### config.mk
export PLATFORM = sky130hd
export DESIGN_NAME = acksr_responder
export DESIGN_NICKNAME = d
export VERILOG_FILES = /design/src/design/acksr_pkg.sv /design/src/design/acksr_skid_buf.sv /design/src/design/acksr_responder.sv
export VERILOG_INCLUDE_DIRS = /design/src /design/src/design
export SDC_FILE = /design/constraint.sdc
export NUM_CORES = 1
export LEC_CHECK = 0
export BUFFER_PORTS_ARGS = -buffer_cell sky130_fd_sc_hd__buf_4
export CAP_MARGIN = 10
export CORE_MARGIN = 1.5
export CORE_UTILIZATION = 50
export CTS_CLUSTER_SIZE = 12
export DETAILED_ROUTE_END_ITERATION = 8
export GPL_TIMING_DRIVEN = 0
export PLACE_DENSITY = 0.83
export SYNTH_ARGS = -nofsm -noshare
export SYNTH_HDL_FRONTEND = slang
export SYNTH_SLANG_ARGS = --single-unit
export TNS_END_PERCENT = 20
### constraint.sdc
create_clock -name ref_clk -period 2.92 [get_ports ref_clk]
set_clock_uncertainty 0.15 [all_clocks]
set_input_delay 0.292 -clock ref_clk [delete_from_list [all_inputs] [get_ports ref_clk]]
set_output_delay 0.292 -clock ref_clk [all_outputs]
set_load 0.005 [all_outputs]
### src/design/acksr_params.svh
// Constants for the acknowledge / status responder.
// Included by the package and the design modules; definitions only.
`ifndef ACKSR_PARAMS_SVH
`define ACKSR_PARAMS_SVH

`define ACKSR_CODE_ACK      8'h10
`define ACKSR_CODE_VER      8'h11
`define ACKSR_SUB_SET       8'h01
`define ACKSR_SUB_QUERY     8'h02
`define ACKSR_SUB_SYS       8'h03
`define ACKSR_SUB_AUTO      8'h04
`define ACKSR_SUB_ALL       8'hFF
`define ACKSR_VER_NAV       8'h01
`define ACKSR_VER_BOOT      8'h02
`define ACKSR_VER_DSP       8'h03
`define ACKSR_ST_OK         4'h0
`define ACKSR_ST_PREPARSE   4'h1
`define ACKSR_ST_CHECKSUM   4'h2
`define ACKSR_ST_UNKNOWN    4'h3
`define ACKSR_ST_LENGTH     4'h4
`define ACKSR_ST_VALUE      4'h5
`define ACKSR_ST_CONTRA     4'h6
`define ACKSR_ST_FULL       4'h7
`define ACKSR_ST_NODATA     4'h8
`define ACKSR_ST_EXECFAIL   4'h9
`define ACKSR_MAX_STREAM    8'h80
`define ACKSR_LEN_NONIDX    3'h3
`define ACKSR_LEN_IDX       3'h4
`define ACKSR_LEN_SYS       3'h2
`define ACKSR_LEN_VER       3'h7
`define ACKSR_CODE_MASK     8'h7F
`define ACKSR_BUF_DEPTH     2
`define ACKSR_YEAR_BASE     16'h07D0

`endif

### src/design/acksr_pkg.sv
// Types shared by the responder and its output buffer.
// Assumes acksr_params.svh is on the include path.
`include "acksr_params.svh"

package acksr_pkg;

    // Command origin as seen by the parser
    typedef enum logic [1:0] {
        ACKSR_ORG_SET,
        ACKSR_ORG_QUERY,
        ACKSR_ORG_AUTO,
        ACKSR_ORG_SYS
    } acksr_origin_t;

    // Emission state of the responder
    typedef enum logic [2:0] {
        ACKSR_IDLE,
        ACKSR_HDR_CODE,
        ACKSR_HDR_SUB,
        ACKSR_PAYLOAD,
        ACKSR_WAIT_SWITCH
    } acksr_state_t;

    // Output byte with its end-of-message marker
    typedef struct packed {
        logic [7:0] data;
        logic       last;
    } acksr_byte_t;

endpackage

### src/design/acksr_skid_buf.sv
// Two-entry buffer for message bytes on their way to the serial framer.
// Assumes one clock, synchronous active-high reset, and a clock enable.
`timescale 1ns/1ps
`default_nettype none
`include "acksr_params.svh"

module acksr_skid_buf
    import acksr_pkg::*;
(
    input  wire logic        ref_clk,   // Core clock
    input  wire logic        reset,     // Synchronous reset
    input  wire logic        clk_en,    // Freezes state when low
    input  wire acksr_byte_t in_byte,   // Incoming byte
    input  wire logic        in_valid,  // Incoming byte present
    output logic             in_ready,  // Room for a byte
    output acksr_byte_t      out_byte,  // Oldest byte held
    output logic             out_valid, // Buffer not empty
    input  wire logic        out_ready  // Receiver accepts byte
);

    // Whole state in one struct
    typedef struct packed {
        acksr_byte_t [`ACKSR_BUF_DEPTH-1:0] mem;  // Storage, entry 0 oldest
        logic [1:0]                         cnt;  // Fill level 0..2
    } acksr_buf_state_t;

    acksr_buf_state_t st_r;   // Registered state
    acksr_buf_state_t st_nxt; // Next state

    // Shift-style buffer; depth two keeps it cheap and honest
    always_comb begin
        logic push;
        logic pop;
        st_nxt = st_r;
        push   = in_valid && in_ready;
        pop    = out_valid && out_ready;
        if (pop) begin // Shift oldest out
            st_nxt.mem[0] = st_r.mem[1];
            st_nxt.cnt    = st_r.cnt - 2'h1;
        end
        if (push) begin // Write behind the newest
            st_nxt.mem[st_nxt.cnt[0]] = in_byte;
            st_nxt.cnt                = st_nxt.cnt + 2'h1;
        end
    end

    // Register update under clock enable
    always_ff @(posedge ref_clk) begin
        if (reset) begin
            st_r <= '0;
        end else if (clk_en) begin
            st_r <= st_nxt;
        end
    end

    assign in_ready  = (st_r.cnt != 2'h2);
    assign out_valid = (st_r.cnt != 2'h0);
    assign out_byte  = st_r.mem[0];

endmodule // acksr_skid_buf

`default_nettype wire

### src/design/acksr_responder.sv
// Acknowledge / error response and version report builder.
// Assumes the parser hands over one outcome per complete command frame.
`timescale 1ns/1ps
`default_nettype none
`include "acksr_params.svh"

module acksr_responder
    import acksr_pkg::*;
(
    input  wire logic          ref_clk,        // 25 MHz core clock
    input  wire logic          reset,          // Synchronous active-high reset
    input  wire logic          clk_en,         // Freezes all state when low

    // Parser outcome, one pulse per completed frame
    input  wire logic          cmd_done,       // Frame fully processed
    output logic               cmd_ready,      // Responder can take an outcome
    input  wire acksr_origin_t cmd_origin,     // Set, query, auto or system
    input  wire logic [7:0]    cmd_code,       // Command or system code
    input  wire logic [7:0]    cmd_subcode,    // Command subcode, FF for all
    input  wire logic          cmd_indexed,    // Report is indexed
    input  wire logic [7:0]    cmd_index,      // Channel or satellite index
    input  wire logic          cmd_all,        // Query-all request
    input  wire logic          cmd_multi,      // Produced several responses
    input  wire logic          cmd_proto_chg,  // Command changes port protocol
    input  wire logic          cmd_override,   // Host override of conflicts

    // Parser stage fault flags
    input  wire logic [7:0]    stream_len,     // Assembled stream length
    input  wire logic          ctrl_char_err,  // Control character fault
    input  wire logic          checksum_err,   // Checksum mismatch
    input  wire logic          unknown_err,    // Unknown code or subcode
    input  wire logic          length_err,     // Wrong message length
    input  wire logic          value_err,      // Unreasonable value
    input  wire logic          contra_err,     // Conflicts with GPS data
    input  wire logic          table_full,     // Data table full
    input  wire logic          no_data,        // Data not available
    input  wire logic          exec_fail,      // System command failed

    // Version report request
    input  wire logic          ver_req,        // Query for version report
    input  wire logic [7:0]    ver_sub,        // Firmware block subcode
    input  wire logic [7:0]    ver_major,      // Major number
    input  wire logic [7:0]    ver_minor,      // Minor number
    input  wire logic [7:0]    ver_release,    // 0 release, else beta
    input  wire logic [7:0]    ver_day,        // Release day
    input  wire logic [7:0]    ver_month,      // Release month
    input  wire logic [15:0]   ver_year,       // Release year

    // Message byte stream to framer
    output logic [7:0]         msg_data,       // Message byte
    output logic               msg_last,       // Last byte of message
    output logic               msg_valid,      // Byte present
    input  wire logic          msg_ready,      // Framer takes byte

    // Protocol switch handshake
    output logic               proto_switch,   // Pulse: apply new protocol now
    output logic [3:0]         last_status     // Status of last outcome
);

    // Life of one acknowledge with a prompt framer:
    //   edge 0  outcome taken, cmd_ready drops
    //   edge 1  code byte enters the buffer
    //   edge 2  code byte taken, subcode enters
    //   then one payload byte a cycle, status last
    // A framer stall backs up into the emitter and
    // holds cmd_ready low; no byte is ever dropped.
    // Outcomes offered while busy are not queued,
    // so the parser must wait for cmd_ready.

    // Whole state in one struct
    typedef struct packed {
        acksr_state_t     state;      // Emission state
        logic [7:0]       code;       // Message code byte
        logic [7:0]       sub;        // Message subcode byte

        logic [7:0][7:0]  pay;        // Payload bytes
        logic [2:0]       len;        // Payload length
        logic [2:0]       pos;        // Payload byte position

        logic             sw_pend;    // Protocol switch after send
        logic             sw_pulse;   // Switch pulse output
        logic [3:0]       status;     // Last status
    } acksr_rsp_state_t;

    acksr_rsp_state_t st_r;    // Registered state
    acksr_rsp_state_t st_nxt;  // Next state

    acksr_byte_t      push_byte;  // Byte to buffer
    logic             push_valid; // Byte offered to buffer
    logic             push_ready; // Buffer has room
    acksr_byte_t      out_byte;   // Buffered byte

    logic [3:0]       status_c;   // Status decode of current outcome
    logic             need_ack;   // Outcome calls for an ack
    logic [7:0]       sub_c;      // Subcode field, FF for query-all

    // Parser status: first failing stage wins, in stream order
    always_comb begin
        status_c = `ACKSR_ST_OK;

        if (ctrl_char_err || (stream_len > `ACKSR_MAX_STREAM)) begin
            status_c = `ACKSR_ST_PREPARSE;
        end else if (checksum_err) begin
            status_c = `ACKSR_ST_CHECKSUM;
        end else if (unknown_err) begin
            status_c = `ACKSR_ST_UNKNOWN;
        end else if (length_err) begin
            status_c = `ACKSR_ST_LENGTH;
        end else if (cmd_origin == ACKSR_ORG_SYS) begin
            if (exec_fail) begin
                status_c = `ACKSR_ST_EXECFAIL;
            end
        end else if (value_err) begin
            status_c = `ACKSR_ST_VALUE;
        end else if (contra_err && !cmd_override) begin
            status_c = `ACKSR_ST_CONTRA;
        end else if (table_full) begin
            status_c = `ACKSR_ST_FULL;
        end else if (no_data) begin
            status_c = `ACKSR_ST_NODATA;
        end
    end

    // Ack needed: sets and system always, queries and autos only if failed, multi or query-all
    always_comb begin
        case (cmd_origin)
            ACKSR_ORG_SET:   need_ack = 1'b1;
            ACKSR_ORG_SYS:   need_ack = 1'b1;
            ACKSR_ORG_QUERY,
            ACKSR_ORG_AUTO:  need_ack = (status_c != `ACKSR_ST_OK) || cmd_multi || cmd_all;
            default:         need_ack = 1'b1;
        endcase
    end

    // Query-all collapses to one ack carrying FF
    assign sub_c = cmd_all ? `ACKSR_SUB_ALL : cmd_subcode;

    // Outcome capture and byte emission
    always_comb begin
        st_nxt          = st_r;
        st_nxt.sw_pulse = 1'b0;
        push_valid      = 1'b0;
        push_byte       = '0;

        case (st_r.state)
            ACKSR_IDLE: begin
                // A completed frame outcome is captured and acked if need_ack, ahead of any version request
                if (cmd_done) begin
                    st_nxt.status  = status_c;
                    st_nxt.code    = `ACKSR_CODE_ACK;
                    st_nxt.pay     = '0;
                    st_nxt.pos     = 3'h0;

                    // Switch only if the command was accepted
                    st_nxt.sw_pend = cmd_proto_chg && (status_c == `ACKSR_ST_OK);

                    // System form: code then status, no subcode byte
                    if (cmd_origin == ACKSR_ORG_SYS) begin
                        st_nxt.sub    = `ACKSR_SUB_SYS;
                        st_nxt.pay[0] = cmd_code;
                        st_nxt.pay[1] = {4'h0, status_c};
                        st_nxt.len    = `ACKSR_LEN_SYS;
                    end else begin
                        case (cmd_origin)
                            ACKSR_ORG_SET:   st_nxt.sub = `ACKSR_SUB_SET;
                            ACKSR_ORG_QUERY: st_nxt.sub = `ACKSR_SUB_QUERY;
                            default:         st_nxt.sub = `ACKSR_SUB_AUTO;
                        endcase
                        st_nxt.pay[0] = cmd_code & `ACKSR_CODE_MASK;
                        st_nxt.pay[1] = sub_c;
                        if (cmd_indexed) begin
                            st_nxt.pay[2] = cmd_all ? `ACKSR_SUB_ALL : (cmd_index & `ACKSR_CODE_MASK);
                            st_nxt.pay[3] = {4'h0, status_c};
                            st_nxt.len    = `ACKSR_LEN_IDX;
                        end else begin
                            st_nxt.pay[2] = {4'h0, status_c};
                            st_nxt.len    = `ACKSR_LEN_NONIDX;
                        end
                    end

                    // A successful single query ends here
                    if (need_ack) begin
                        st_nxt.state = ACKSR_HDR_CODE;
                    end else if (st_nxt.sw_pend) begin
                        st_nxt.state = ACKSR_WAIT_SWITCH;
                    end
                end else if (ver_req) begin
                    // Version report, unknown subcode answered with status 3
                    if (ver_sub >= `ACKSR_VER_NAV && ver_sub <= `ACKSR_VER_DSP) begin
                        st_nxt.code   = `ACKSR_CODE_VER;
                        st_nxt.sub    = ver_sub;

                        st_nxt.pay[0] = ver_major;
                        st_nxt.pay[1] = ver_minor;
                        st_nxt.pay[2] = ver_release;
                        st_nxt.pay[3] = ver_day;
                        st_nxt.pay[4] = ver_month;
                        st_nxt.pay[5] = ver_year[15:8];
                        st_nxt.pay[6] = ver_year[7:0];
                        st_nxt.pay[7] = 8'h00;

                        st_nxt.len    = `ACKSR_LEN_VER;
                        st_nxt.status = `ACKSR_ST_OK;
                    end else begin
                        st_nxt.code   = `ACKSR_CODE_ACK;
                        st_nxt.sub    = `ACKSR_SUB_QUERY;

                        st_nxt.pay    = '0;
                        st_nxt.pay[0] = `ACKSR_CODE_VER;
                        st_nxt.pay[1] = ver_sub;
                        st_nxt.pay[2] = {4'h0, `ACKSR_ST_UNKNOWN};
                        st_nxt.len    = `ACKSR_LEN_NONIDX;
                        st_nxt.status = `ACKSR_ST_UNKNOWN;
                    end

                    st_nxt.pos     = 3'h0;
                    st_nxt.sw_pend = 1'b0;
                    st_nxt.state   = ACKSR_HDR_CODE;
                end
            end

            ACKSR_HDR_CODE: begin
                // Message code byte
                push_valid = 1'b1;
                push_byte  = '{data: st_r.code, last: 1'b0};

                if (push_ready) begin
                    st_nxt.state = ACKSR_HDR_SUB;
                end
            end

            ACKSR_HDR_SUB: begin
                // Message subcode byte
                push_valid = 1'b1;
                push_byte  = '{data: st_r.sub, last: 1'b0};

                if (push_ready) begin
                    st_nxt.state = ACKSR_PAYLOAD;
                end
            end

            ACKSR_PAYLOAD: begin
                // Payload in order; in an acknowledge the status is the last one
                push_valid = 1'b1;
                push_byte  = '{data: st_r.pay[st_r.pos], last: (st_r.pos == st_r.len - 3'h1)};

                if (push_ready) begin
                    st_nxt.pos = st_r.pos + 3'h1;
                    if (st_r.pos == st_r.len - 3'h1) begin
                        st_nxt.state = st_r.sw_pend ? ACKSR_WAIT_SWITCH : ACKSR_IDLE;
                    end
                end
            end

            ACKSR_WAIT_SWITCH: begin
                // Hold the switch until the buffer has drained in the old protocol
                if (!msg_valid) begin
                    st_nxt.sw_pulse = 1'b1;
                    st_nxt.sw_pend  = 1'b0;
                    st_nxt.state    = ACKSR_IDLE;
                end
            end

            default: begin
                st_nxt.state = ACKSR_IDLE;
            end
        endcase
    end

    // State register under clock enable
    always_ff @(posedge ref_clk) begin
        if (reset) begin
            st_r       <= '0;
            st_r.state <= ACKSR_IDLE;
        end else if (clk_en) begin
            st_r <= st_nxt;
        end
    end

    // Output buffer; a framer stall backs up into the emitter
    acksr_skid_buf u_buf (
        .ref_clk   (ref_clk),
        .reset     (reset),
        .clk_en    (clk_en),
        .in_byte   (push_byte),
        .in_valid  (push_valid),
        .in_ready  (push_ready),
        .out_byte  (out_byte),
        .out_valid (msg_valid),
        .out_ready (msg_ready)
    );

    assign msg_data     = out_byte.data;
    assign msg_last     = out_byte.last;

    assign cmd_ready    = (st_r.state == ACKSR_IDLE);
    assign proto_switch = st_r.sw_pulse;
    assign last_status  = st_r.status;

endmodule // acksr_responder

`default_nettype wire

==> results.md, run 1 <==
- FF-to-FF Start: st_r[92]
- #FFs+latches synth: 101
- Avg Synthesized Cell Area: 8.26 um^2
- Largest area contributor in the netlist: dfxtp_1
- Chip Width: 105 um
- CORE AREA: 0.0102 mm^2
- WS Path Type: register to register
- R2r setup slk: 0.27 ns
- Worst Reg-to-Reg Cells: 6
- Worst IR Drop VDD: 0.237 mV
- Largest net degree at the start of global routing: 19
- Vias in the first global route: 5292
- Crit-path max cell delay: 0.75 ns
- Sequential share of the synthesized area: 38.8%
- EDFF count, synth: 0
- Hold Startpoint: ver_major[5]
- Hold worst-path end: st_r[17]
- Starting Density: 51.0%
- Pwr Density: 483 mW/mm^2
- Detail Route Antenna Nets: 0
- Worst path bufs/invs: 1
- Maxcap violations: 0
- Worst Path Max Fanout: 10
- Final wirelength: 17.0 mm
- Async SR Flop Fraction: 0%
- Most used DFF post-synth: dfxtp_1
- Root Buffer: clkbuf_8
- WHS Path Cells: 3
- PnR worst setup slack: 0.272 ns
- Synth unique cells: 60
- CP Depth: 6
- Total GRT Usage: 30.2%
- Worst reg2reg endpoint: st_r[30]
- Initial antenna violation count: 0
- Final hold vios: 0
- # hold bufs at CTS: 0
- Clk buf depth: 2
- # rows: 37
- Rel. slew slack: 45.7%
- Antenna diodes: 0
- CTS buffer count: 9
- Mapped Nets: 756
- Syn Inst Count: 631
- Dpl hpwl: 12.7 mm
- Setup violators final: 0
- Filler cells: 849
- Minimum clock period: 2.65 ns
- GRT overflow: 0
- CTS Sinks: 101
- CP arrival: 2.80 ns
- Share of layout cells above drive strength 1: 23.7%
- Die area: 0.0110 mm^2
- Hold WC Path Type: input pin to register
- Yosys top cell area share: 38.8%
- Nets@finish: 897
- IO Port Bufs: 129
- Area growth syn-to-layout: 26.0%
- Top Ports: 134
- Drt wl/cell: 18.7 um
- Post-Synthesis Cell Area: 0.00521 mm^2
- Final Cycle Share: 90.7%
- Pin slew with the least headroom to its limit: 0.803 ns
- Clock transition at path regs: 0.11 ns
- Startpoint types: register
- CP top delay family: simple AND/OR/NAND/NOR gates
- Unrepaired setup endpoints after global routing: no
- Run status: finished, final reports clean
- Req. time, crit path: 3.08 ns
- Pre-CTS WS: 0.0357 ns
- Drt pass-1 iters: 5
- Placer Congestion: 0.957
- Max-slew violation count: 0
- Slowest cell on the critical path: nor2_1
- P_leak: 0.00251 uW
- Clock Latency Late Sink: 0.38 ns
- DIE HEIGHT: 105 um
- CP cell instances: or3_4 > inv_1 > nand3_1 > nor2_1 > o21ai_0 > a21oi_1
- Htree depth: 3
- Final TNS setup: 0 ns
- Iteration-0 DRC Markers: 613
- Synth top area cells: dfxtp_1 39%, a21oi_1 6.4%, nor2_1 4.0%
- Vias per cell: 6.15
- CTS tree: built
- Crit end category: register
- Vias: 5614
- Ys Warns: 0
- First-pass GRT wire length: 26.1 mm
- DRC: 0
- Max Clk Rate: 0.378 GHz
stage by stage:
step	cell area (um^2)	hold WS [ns]	instances	utilization (%)	total power, uW
after floorplan	5210	0.279	631	-	1930
after global placement	6350	0.288	896	62.1	2210
after detailed placement	6350	0.295	896	62.1	2240
after CTS	6560	0.00197	912	64.1	3150
after global routing	6570	0.0190	913	64.2	3280
final	6570	0.00302	913	64.2	3170
registers in the layout (all words and copies together) (netlist names):
signal	flops
st_r	76
u_buf.st_r	11
u_buf.out_byte	9
last_status	4
proto_switch	1
how the worst max path moves through the flow:
stage	start	endpoint	slack (ns)
after global placement	cmd_origin[0]	st_r[30]	0.09
after detailed placement	cmd_origin[0]	st_r[30]	0.04
after CTS	u_buf.st_r[0]	u_buf.st_r[18]	0.21
after global routing	u_buf.st_r[0]	u_buf.out_byte[1]	0.03
final	st_r[92]	st_r[30]	0.27
after floorplan	cmd_origin[0]	st_r[94]	0.66
cells by family after synthesis:
kind of cell | after synthesis | share of synthesized area (%)
AO/OA/AOI/OAI | 194 | 24.2
XOR/XNOR | 7 | 1.44
adder cells (fa/ha/maj) | 7 | 1.68
buffers and inverters | 80 | 6.84
flip-flops | 101 | 38.8
multiplexers | 20 | 5.78
AND/OR/NAND/NOR | 222 | 21.3
tightest hold or removal path, cell delays in order:
cell	delay, ns
buf_4	0.08
a222oi_1	0.05
nor2_1	0.08
area by class of cell:
class | count | area, um^2 | area share (%)
plain buffers | 63 | 294 | 4.47
flip-flops and latches | 101 | 2020 | 30.8
inverters | 17 | 63.8 | 0.971
clock inverters | 7 | 81.3 | 1.24
multi-input cells | 450 | 2840 | 43.1
well taps | 136 | 170 | 2.59
clock buffers | 9 | 124 | 1.88
repair buffers | 130 | 981 | 14.9
timing repair:
action                                  4_1_cts  5_1_grt
resized for setup                             0        2
hold endpoints to repair                      0        0
endpoints found under the setup margin        0        1
buffers inserted                              0        0
power breakdown:
| part | total [uW] | switching [uW] | internal (uW) |
|---|---|---|---|
| clock | 950 | 542 | 409 |
| combinational | 737 | 406 | 330 |
| sequential | 1490 | 39.9 | 1450 |
metal layers:
metal	global-route usage (%)	share of wire [%]
met4	13.3	3.6
met2	51.8	48
met3	4.99	10
met5	0	0
met1	37.0	38
placed cells by master (no fill, tap or decap), drive strengths merged, types with 3 or more instances in the layout:
master | netlist | routed
nand3 | 40 | 40
a2111oi | 12 | 12
a211oi | 15 | 15
a222oi | 6 | 6
clkinvlp | 0 | 3
a221oi | 7 | 7
dfxtp | 101 | 101
nor4 | 4 | 4
nor2b | 14 | 14
inv | 16 | 19
nand2b | 5 | 5
nand2 | 52 | 52
mux4 | 8 | 8
ha | 7 | 7
a2bb2oi | 8 | 8
buf | 20 | 149
nor3b | 3 | 3
a22oi | 7 | 7
nand3b | 3 | 3
a31oi | 8 | 8
xor2 | 4 | 4
clkbuf | 43 | 52
nor2 | 57 | 57
nor3 | 14 | 14
o221ai | 5 | 5
or4 | 3 | 3
mux2i | 11 | 11
or3 | 5 | 5
or2 | 4 | 4
o21ai | 45 | 45
and3 | 11 | 11
a21oi | 67 | 67
cells in the mapped netlist, types with 7 or more instances:
cell type,n
dfxtp_1,101
mux4_2,8
o21ai_0,41
a211oi_1,15
and3_1,11
nand2_1,52
clkbuf_1,43
a21oi_1,67
a2bb2oi_1,8
nor2b_1,14
ha_1,7
nor3_1,14
nor2_1,56
mux2i_1,11
a22oi_1,7
a221oi_1,7
a2111oi_0,9
buf_4,13
inv_1,16
nand3_1,40
a31oi_1,8
(Power assumes the default switching activity.)
==> run 2, diff against run 1 <==
CORE_UTILIZATION = 40   (was 50)
CTS_BUF_LIST = sky130_fd_sc_hd__clkbuf_4 sky130_fd_sc_hd__clkbuf_8   (was default)
PLACE_DENSITY = 0.7   (was 0.83)
SYNTH_HIERARCHICAL = 1   (was default)
==> run 2 against run 1 <==
Net effect: non-clock buffer count rose by 4; first-iteration DRC count fell by 31%; critical path depth rose by 2; area after synthesis rose by 4.9%; critical path type unchanged; highest routed layer unchanged.
==> results.md, run 2 <==
- Dpl hpwl: 12.4 mm (-2.0%)
- Initial antenna violation count: 0 (unchanged)
- Clk buf depth: 2 (unchanged)
- Final hold vios: 0 (unchanged)
- Most frequent cells in the layout: 145 x buf_4, 101 x dfxtp_1, 82 x a21oi_1
- Largest register by flop count: st_r
- Pin slew with the least headroom to its limit: 0.696 ns (-0.107 ns)
- Post-CTS Setup Bufs: 0 (unchanged)
- Hold WC Path Type: input pin to register
- Drt wl/cell: 16.5 um (-12%)
- Synth Area in XOR/XNOR: 1.37% (-0.068 points)
- DRC: 0 (unchanged)
- Area of placed instances: 0.00667 mm^2 (+4.9%)
- Nets@finish: 923 (+2.9%)
- Simple-gate share of the synthesized area: 22.4% (+1.2 points)
- Post-synthesis adder-cell area fraction: 1.60% (-0.079 points)
- Htree depth: 3 (unchanged)
- EDFF count, synth: 0 (unchanged)
- Maxcap violations: 0 (unchanged)
- Largest area contributor in the netlist: dfxtp_1
- Placed insts: 963 (+7.5%)
- CORE AREA: 0.0133 mm^2 (+30%)
- Count leader, synth: dfxtp_1
- Rel. slew slack: 53.6% (+7.9 points)
- Pwr Density: 503 mW/mm^2 (+4.0%)
- Synth unique cells: 74 (+23%)
- Clock Latency Late Sink: 0.37 ns (about the same)
- Root Buffer: clkbuf_8
- Post-synth top cells: 101 x dfxtp_1, 82 x a21oi_1, 72 x nor2_1
- Largest net degree at the start of global routing: 18 (-1)
- Setup crit start: st_r[7]
- Vias in the first global route: 4987 (-5.8%)
- Total GRT Usage: 22.5% (-7.7 points)
- Avg Synthesized Cell Area: 8.33 um^2 (+0.77%)
- Worst Path Max Fanout: 10 (unchanged)
- Detail Route Antenna Nets: 0 (unchanged)
- Req. time, crit path: 3.07 ns (about the same)
- CTS Sinks: 101 (unchanged)
- GRT overflow: 0 (unchanged)
- Drt pass-1 iters: 5 (unchanged)
- Vias: 5345 (-4.8%)
- Clock transition at path regs: 0.10 ns (about the same)
- Filler cells: 1313 (+55%)
- Worst reg2reg endpoint: u_buf/st_r[12]
- Setup violators final: 0 (unchanged)
- First-pass GRT wire length: 25.5 mm (-2.3%)
- Starting Density: 41.1% (-9.8 points)
- Mapped Nets: 782 (+3.4%)
- DIE HEIGHT: 120 um (+14%)
- Share of layout cells above drive strength 1: 26.9% (+3.2 points)
- CTS tree: built
- Max Clk Rate: 0.399 GHz (+5.7%)
- Max FFs per register: 76 (unchanged)
- Final TNS setup: 0 ns (unchanged)
- IO Port Bufs: 130 (+0.78%)
- Area growth syn-to-layout: 25.2%
- CTS buffer count: 9 (unchanged)
- Startpoint types: register
- Max-slew violation count: 0 (unchanged)
- Chip Width: 120 um (+14%)
- Worst IR Drop VDD: 0.227 mV (-4.1%)
- WHS Path Cells: 3 (unchanged)
- Iteration-0 DRC Markers: 422 (-31%)
- Run status: finished, final reports clean
- Yosys top cell area share: 37.0% (-1.8 points)
- PnR worst setup slack: 0.414 ns (+0.142 ns)
- R2r setup slk: 0.41 ns (+0.14 ns)
- Synth top area cells: dfxtp_1 37%, a21oi_1 7.5%, nor2_1 4.9%
- Commonest non-fill, non-tap cell in the layout: buf_4
- # rows: 42 (+14%)
- Antenna diodes: 0 (unchanged)
- Main combinational cell family by area after synthesis: compound AO/OA/AOI/OAI gates
- P_leak: 0.00266 uW (+6.2%)
- Unrepaired setup endpoints after global routing: no
- Async SR Flop Fraction: 0% (unchanged)
- Pre-CTS WS: 0.406 ns (+0.370 ns)
- Multiplexer area fraction after synthesis: 5.51% (-0.27 points)
- Worst Reg-to-Reg Cells: 8 (+2)
- Ys Warns: 6 (+6)
- Top Ports: 134 (unchanged)
- Last element of the critical path: u_buf/st_r[12]
- Worst hold slack: 0.0268 ns (+0.0238 ns)
- Most used DFF post-synth: dfxtp_1
- CTS resizes: 0 (unchanged)
- Sequential share of the synthesized area: 37.0% (-1.8 points)
- # hold bufs at CTS: 0 (unchanged)
- Crit end category: register
- Vias per cell: 5.46 (-11%)
- Final instance area: 0.00685 mm^2 (+4.2%)
- FF-to-FF Start: st_r[7]
- Minimum clock period: 2.51 ns (-0.142 ns)
- WS Path Type: register to register
- Placer Congestion: 0.840 (-12%)
- #FFs+latches synth: 101 (unchanged)
- Final Cycle Share: 85.8% (-4.9 points)
- CP arrival: 2.66 ns (-0.14 ns)
- Final wirelength: 16.2 mm (-5.1%)
- Post-Synthesis Cell Area: 0.00547 mm^2 (+4.9%)
- Syn Inst Count: 657 (+4.1%)
- Count of non-filler cells in the finished layout: 979 (+7.2%)
- Post-synthesis compound-gate area fraction: 23.5% (-0.75 points)
- Die area: 0.0144 mm^2 (+30%)
## run 2: cell count changes after synthesis, sizes merged, moves of 9 or more
cell	before	now
o221a	0	9
or3b	0	9
nor2b	14	4
a21oi	67	84
buf	20	41
clkbuf	43	26
nor2	57	73
o21ai	45	27
a2111oi	12	1
and3	11	1
nor3	14	29
## run 2: cells by family after synthesis
family	Yosys count
and+or+nand+nor	241
AOI/OAI and AO/OA	192
DFF	101
buffers and inverters	89
muxes	20
xor gates and xnor gates	7
adders and majority gates	7
## run 2: where the power goes
part / leakage, uW / internal [uW] / switching [uW]
registers: 0.000822 / 1490 / 71.0
clock network: 0.0000970 / 340 / 511
logic: 0.00175 / 476 / 555
## run 2: layout make-up
cell class                      instances  area, um^2  area share [%]
Buffer                                 67         390            5.70
Clock buffer                           10         138            2.01
Clock inverter                          6        45.0           0.658
Inverter                               22        82.6            1.21
Multi-Input combinational cell        467        2980            43.4
Sequential cell                       101        2020            29.5
Tap cell                              176         220            3.22
Timing Repair Buffer                  130         976            14.2
## run 2: critical path: stages, from the launching register on
cell and delay [ns]:
dfxtp_1 0.34, buf_2 0.32, buf_2 0.37, mux2i_1 0.15, o211ai_1 0.22, o2111ai_1 0.15, a21oi_1 0.27, or3b_1 0.37
a21oi_1 0.11
## run 2: stage by stage
step	total power, uW	util, %
2_1_floorplan	2220	-
3_3_place_gp	2610	50.1
3_5_place_dp	2610	50.1
4_1_cts	3450	51.5
5_1_grt	3620	51.5
6_report	3440	51.5
## run 2: how the worst min path moves through the flow
stage / endpoint / slack (ns) / from
5_1_grt: st_r[47] / 0.02 / ver_month[3]
6_report: st_r[50] / 0.03 / ver_month[6]
3_5_place_dp: st_r[53] / 0.29 / st_r[53]
3_3_place_gp: st_r[66] / 0.29 / st_r[66]
2_1_floorplan: u_buf/st_r[0] / 0.28 / clk_en
4_1_cts: st_r[47] / 0.02 / ver_month[3]
## run 2: routing by layer
metal  share of wire, %  wire (um)  global-route usage [%]  up-vias
li1                   -          -                       -     2648
met1                 43       7020                    29.9     2467
met2                 49       7840                    38.1      207
met3                6.4       1040                    3.04       23
met4                1.6        261                    6.25        0
met5                  0          0                       0        -
==> run 3, diff against run 2 <==
REMOVE_ABC_BUFFERS = 1   (was default)
==> run 3 against run 2 <==
Net effect: die area did not move; flip-flop and latch count did not move; power fell by 5.0%; count of clock-buffer cells in the layout did not move; first-iteration DRC count fell by 25%; register-to-register slack got worse by 0.20 ns; via count fell by 4.1%; non-clock buffer count fell by 61; critical path type unchanged; largest power group unchanged.
==> results.md, run 3 (synthesis gave the netlist of run 2 again) <==
- Run status: finished, final reports clean
- Rel. slew slack: 29.9% (-24 points)
- Worst reg2reg endpoint: st_r[21]
- P_leak: 0.00246 uW (-7.6%)
- Maxcap violations: 0 (unchanged)
- Vias: 5128 (-4.1%)
- Worst Reg-to-Reg Cells: 5 (-3)
- Minimum clock period: 2.70 ns (+0.195 ns)
- Count of non-filler cells in the finished layout: 915 (-6.5%)
- Worst path bufs/invs: 1 (-1)
- FF-to-FF Start: st_r[94]
- CP Depth: 5 (-3)
- Vias in the first global route: 4797 (-3.8%)
- Crit end category: register
- Worst IR Drop VDD: 0.268 mV (+18%)
- Setup violators final: 0 (unchanged)
- Largest register by flop count: st_r
- Die area: 0.0144 mm^2 (unchanged)
- Clock Latency Late Sink: 0.37 ns (about the same)
- Unrepaired setup endpoints after global routing: no
- Worst Path Max Fanout: 44 (+34)
- Starting Density: 41.1% (unchanged)
- Post-CTS Setup Bufs: 0 (unchanged)
- Max FFs per register: 76 (unchanged)
- Total GRT Usage: 20.9% (-1.6 points)
- Setup crit start: st_r[94]
- Detail Route Antenna Nets: 0 (unchanged)
- Dpl hpwl: 10.6 mm (-14%)
- CTS Sinks: 101 (unchanged)
- CORE AREA: 0.0133 mm^2 (unchanged)
- Pwr Density: 499 mW/mm^2 (-0.78%)
- Drt pass-1 iters: 5 (unchanged)
- Vias per cell: 5.60 (+2.7%)
- R2r setup slk: 0.22 ns (-0.20 ns)
- Initial antenna violation count: 0 (unchanged)
- Max Clk Rate: 0.370 GHz (-7.2%)
- Area growth syn-to-layout: 19.9%
- Clk buf depth: 2 (unchanged)
- Worst hold slack: 0.0260 ns (-0.000758 ns)
- Filler cells: 1260 (-4.0%)
- Hold WC Path Type: input pin to register
- Crit-path max cell delay: 0.82 ns (+0.45 ns)
- CP top delay family: simple AND/OR/NAND/NOR gates
- CP arrival: 2.82 ns (+0.16 ns)
- Final Cycle Share: 92.5% (+6.7 points)
- DRC: 0 (unchanged)
- IO Port Bufs: 132 (+1.5%)
- Final hold vios: 0 (unchanged)
- GRT overflow: 0 (unchanged)
- Max-slew violation count: 0 (unchanged)
- Htree depth: 3 (unchanged)
- Iteration-0 DRC Markers: 316 (-25%)
- Most frequent cells in the layout: 132 x buf_4, 100 x dfxtp_1, 82 x a21oi_1
- Placed insts: 900 (-6.5%)
- Antenna diodes: 0 (unchanged)
- Root Buffer: clkbuf_8
- Final wirelength: 15.1 mm (-6.7%)
- CTS tree: built
- CTS buffer count: 9 (unchanged)
- Largest net degree at the start of global routing: 101 (+83)
- Pre-CTS WS: -0.0900 ns (-0.496 ns)
- Share of layout cells above drive strength 1: 24.4% (-2.5 points)
- Pin slew with the least headroom to its limit: 1.05 ns (+0.356 ns)
- First-pass GRT wire length: 24.0 mm (-6.2%)
- Slowest cell on the critical path: and3_2
- Commonest non-fill, non-tap cell in the layout: buf_4
- Chip Width: 120 um (unchanged)
- Req. time, crit path: 3.04 ns (-0.03 ns)
- PnR worst setup slack: 0.219 ns (-0.195 ns)
- Nets@finish: 862 (-6.6%)
- Drt wl/cell: 16.5 um (-0.22%)
- Final TNS setup: 0 ns (unchanged)
- WS Path Type: register to register
- # hold bufs at CTS: 0 (unchanged)
- # rows: 42 (unchanged)
- Clock transition at path regs: 0.09 ns (about the same)
- CP cell instances: nor2b_1 > and3_2 > buf_12 > nor2_1 > a211o_1
- Startpoint types: register
- Placer Congestion: 0.825 (-1.7%)
- Last element of the critical path: st_r[21]
- Top Ports: 134 (unchanged)
- DIE HEIGHT: 120 um (unchanged)
## run 3: cell count changes in the layout (fill, tap and decap cells not counted), moves of 3 or more
cell      previous run  this run
clkbuf_1            22         0
clkbuf_8            14        10
buf_4              145       132
buf_2               22         0
buf_16               0         3
## run 3: worst min path at each step
stage | start | endpoint | slack, ns | cells after the start
6_report | ver_year[7] | st_r[67] | 0.03 | 3
5_1_grt | ver_year[7] | st_r[67] | 0.02 | 3
4_1_cts | ver_year[7] | st_r[67] | 0.01 | 3
3_5_place_dp | st_r[51] | st_r[51] | 0.29 | 2
3_3_place_gp | st_r[43] | st_r[43] | 0.29 | 2
2_1_floorplan | reset | st_r[23] | 0.21 | 1
## run 3: tightest hold or removal path, cell delays in order
cell and delay (ns):
buf_4 0.11, nand3_1 0.05, a21oi_1 0.05
## run 3: report_power, final
group / leakage, uW / total, uW / internal (uW) / switching (uW)
sequential: 0.000822 / 1590 / 1490 / 104
combinational: 0.00156 / 906 / 419 / 487
clock: 0.0000836 / 772 / 315 / 457
total: 0.00246 / 3270 / 2220 / 1050
## run 3: layout make-up
type / count / area, um^2 / share of cell area (%)
multi-input cells: 467 / 2990 / 45.6
flip-flops and latches: 101 / 2020 / 30.8
repair buffers: 136 / 1090 / 16.7
well taps: 176 / 220 / 3.36
clock buffers: 10 / 138 / 2.10
inverters: 22 / 82.6 / 1.26
clock inverters: 3 / 15.0 / 0.229
## run 3: layer usage
layer	vias up	part of all wire, %	global-route usage, %
li1	2522	-	-
met4	0	1.7	5.21
met3	18	4.9	4.75
met5	-	0	0
met2	163	49	35.4
met1	2425	45	27.0
## run 3: repair_timing
item	in CTS	in global routing
hold endpoints to repair	0	0
endpoints found under the setup margin	0	8
resized for setup	0	1
## run 3: stage by stage
stage / cell area [um^2] / utilization, % / total power (uW)
detailed placement: 6340 / 47.7 / 2520
floorplan: 5080 / - / 2110
global placement: 6290 / 47.3 / 2470
global route: 6560 / 49.4 / 3450
CTS: 6500 / 48.9 / 3280
finish: 6560 / 49.4 / 3270
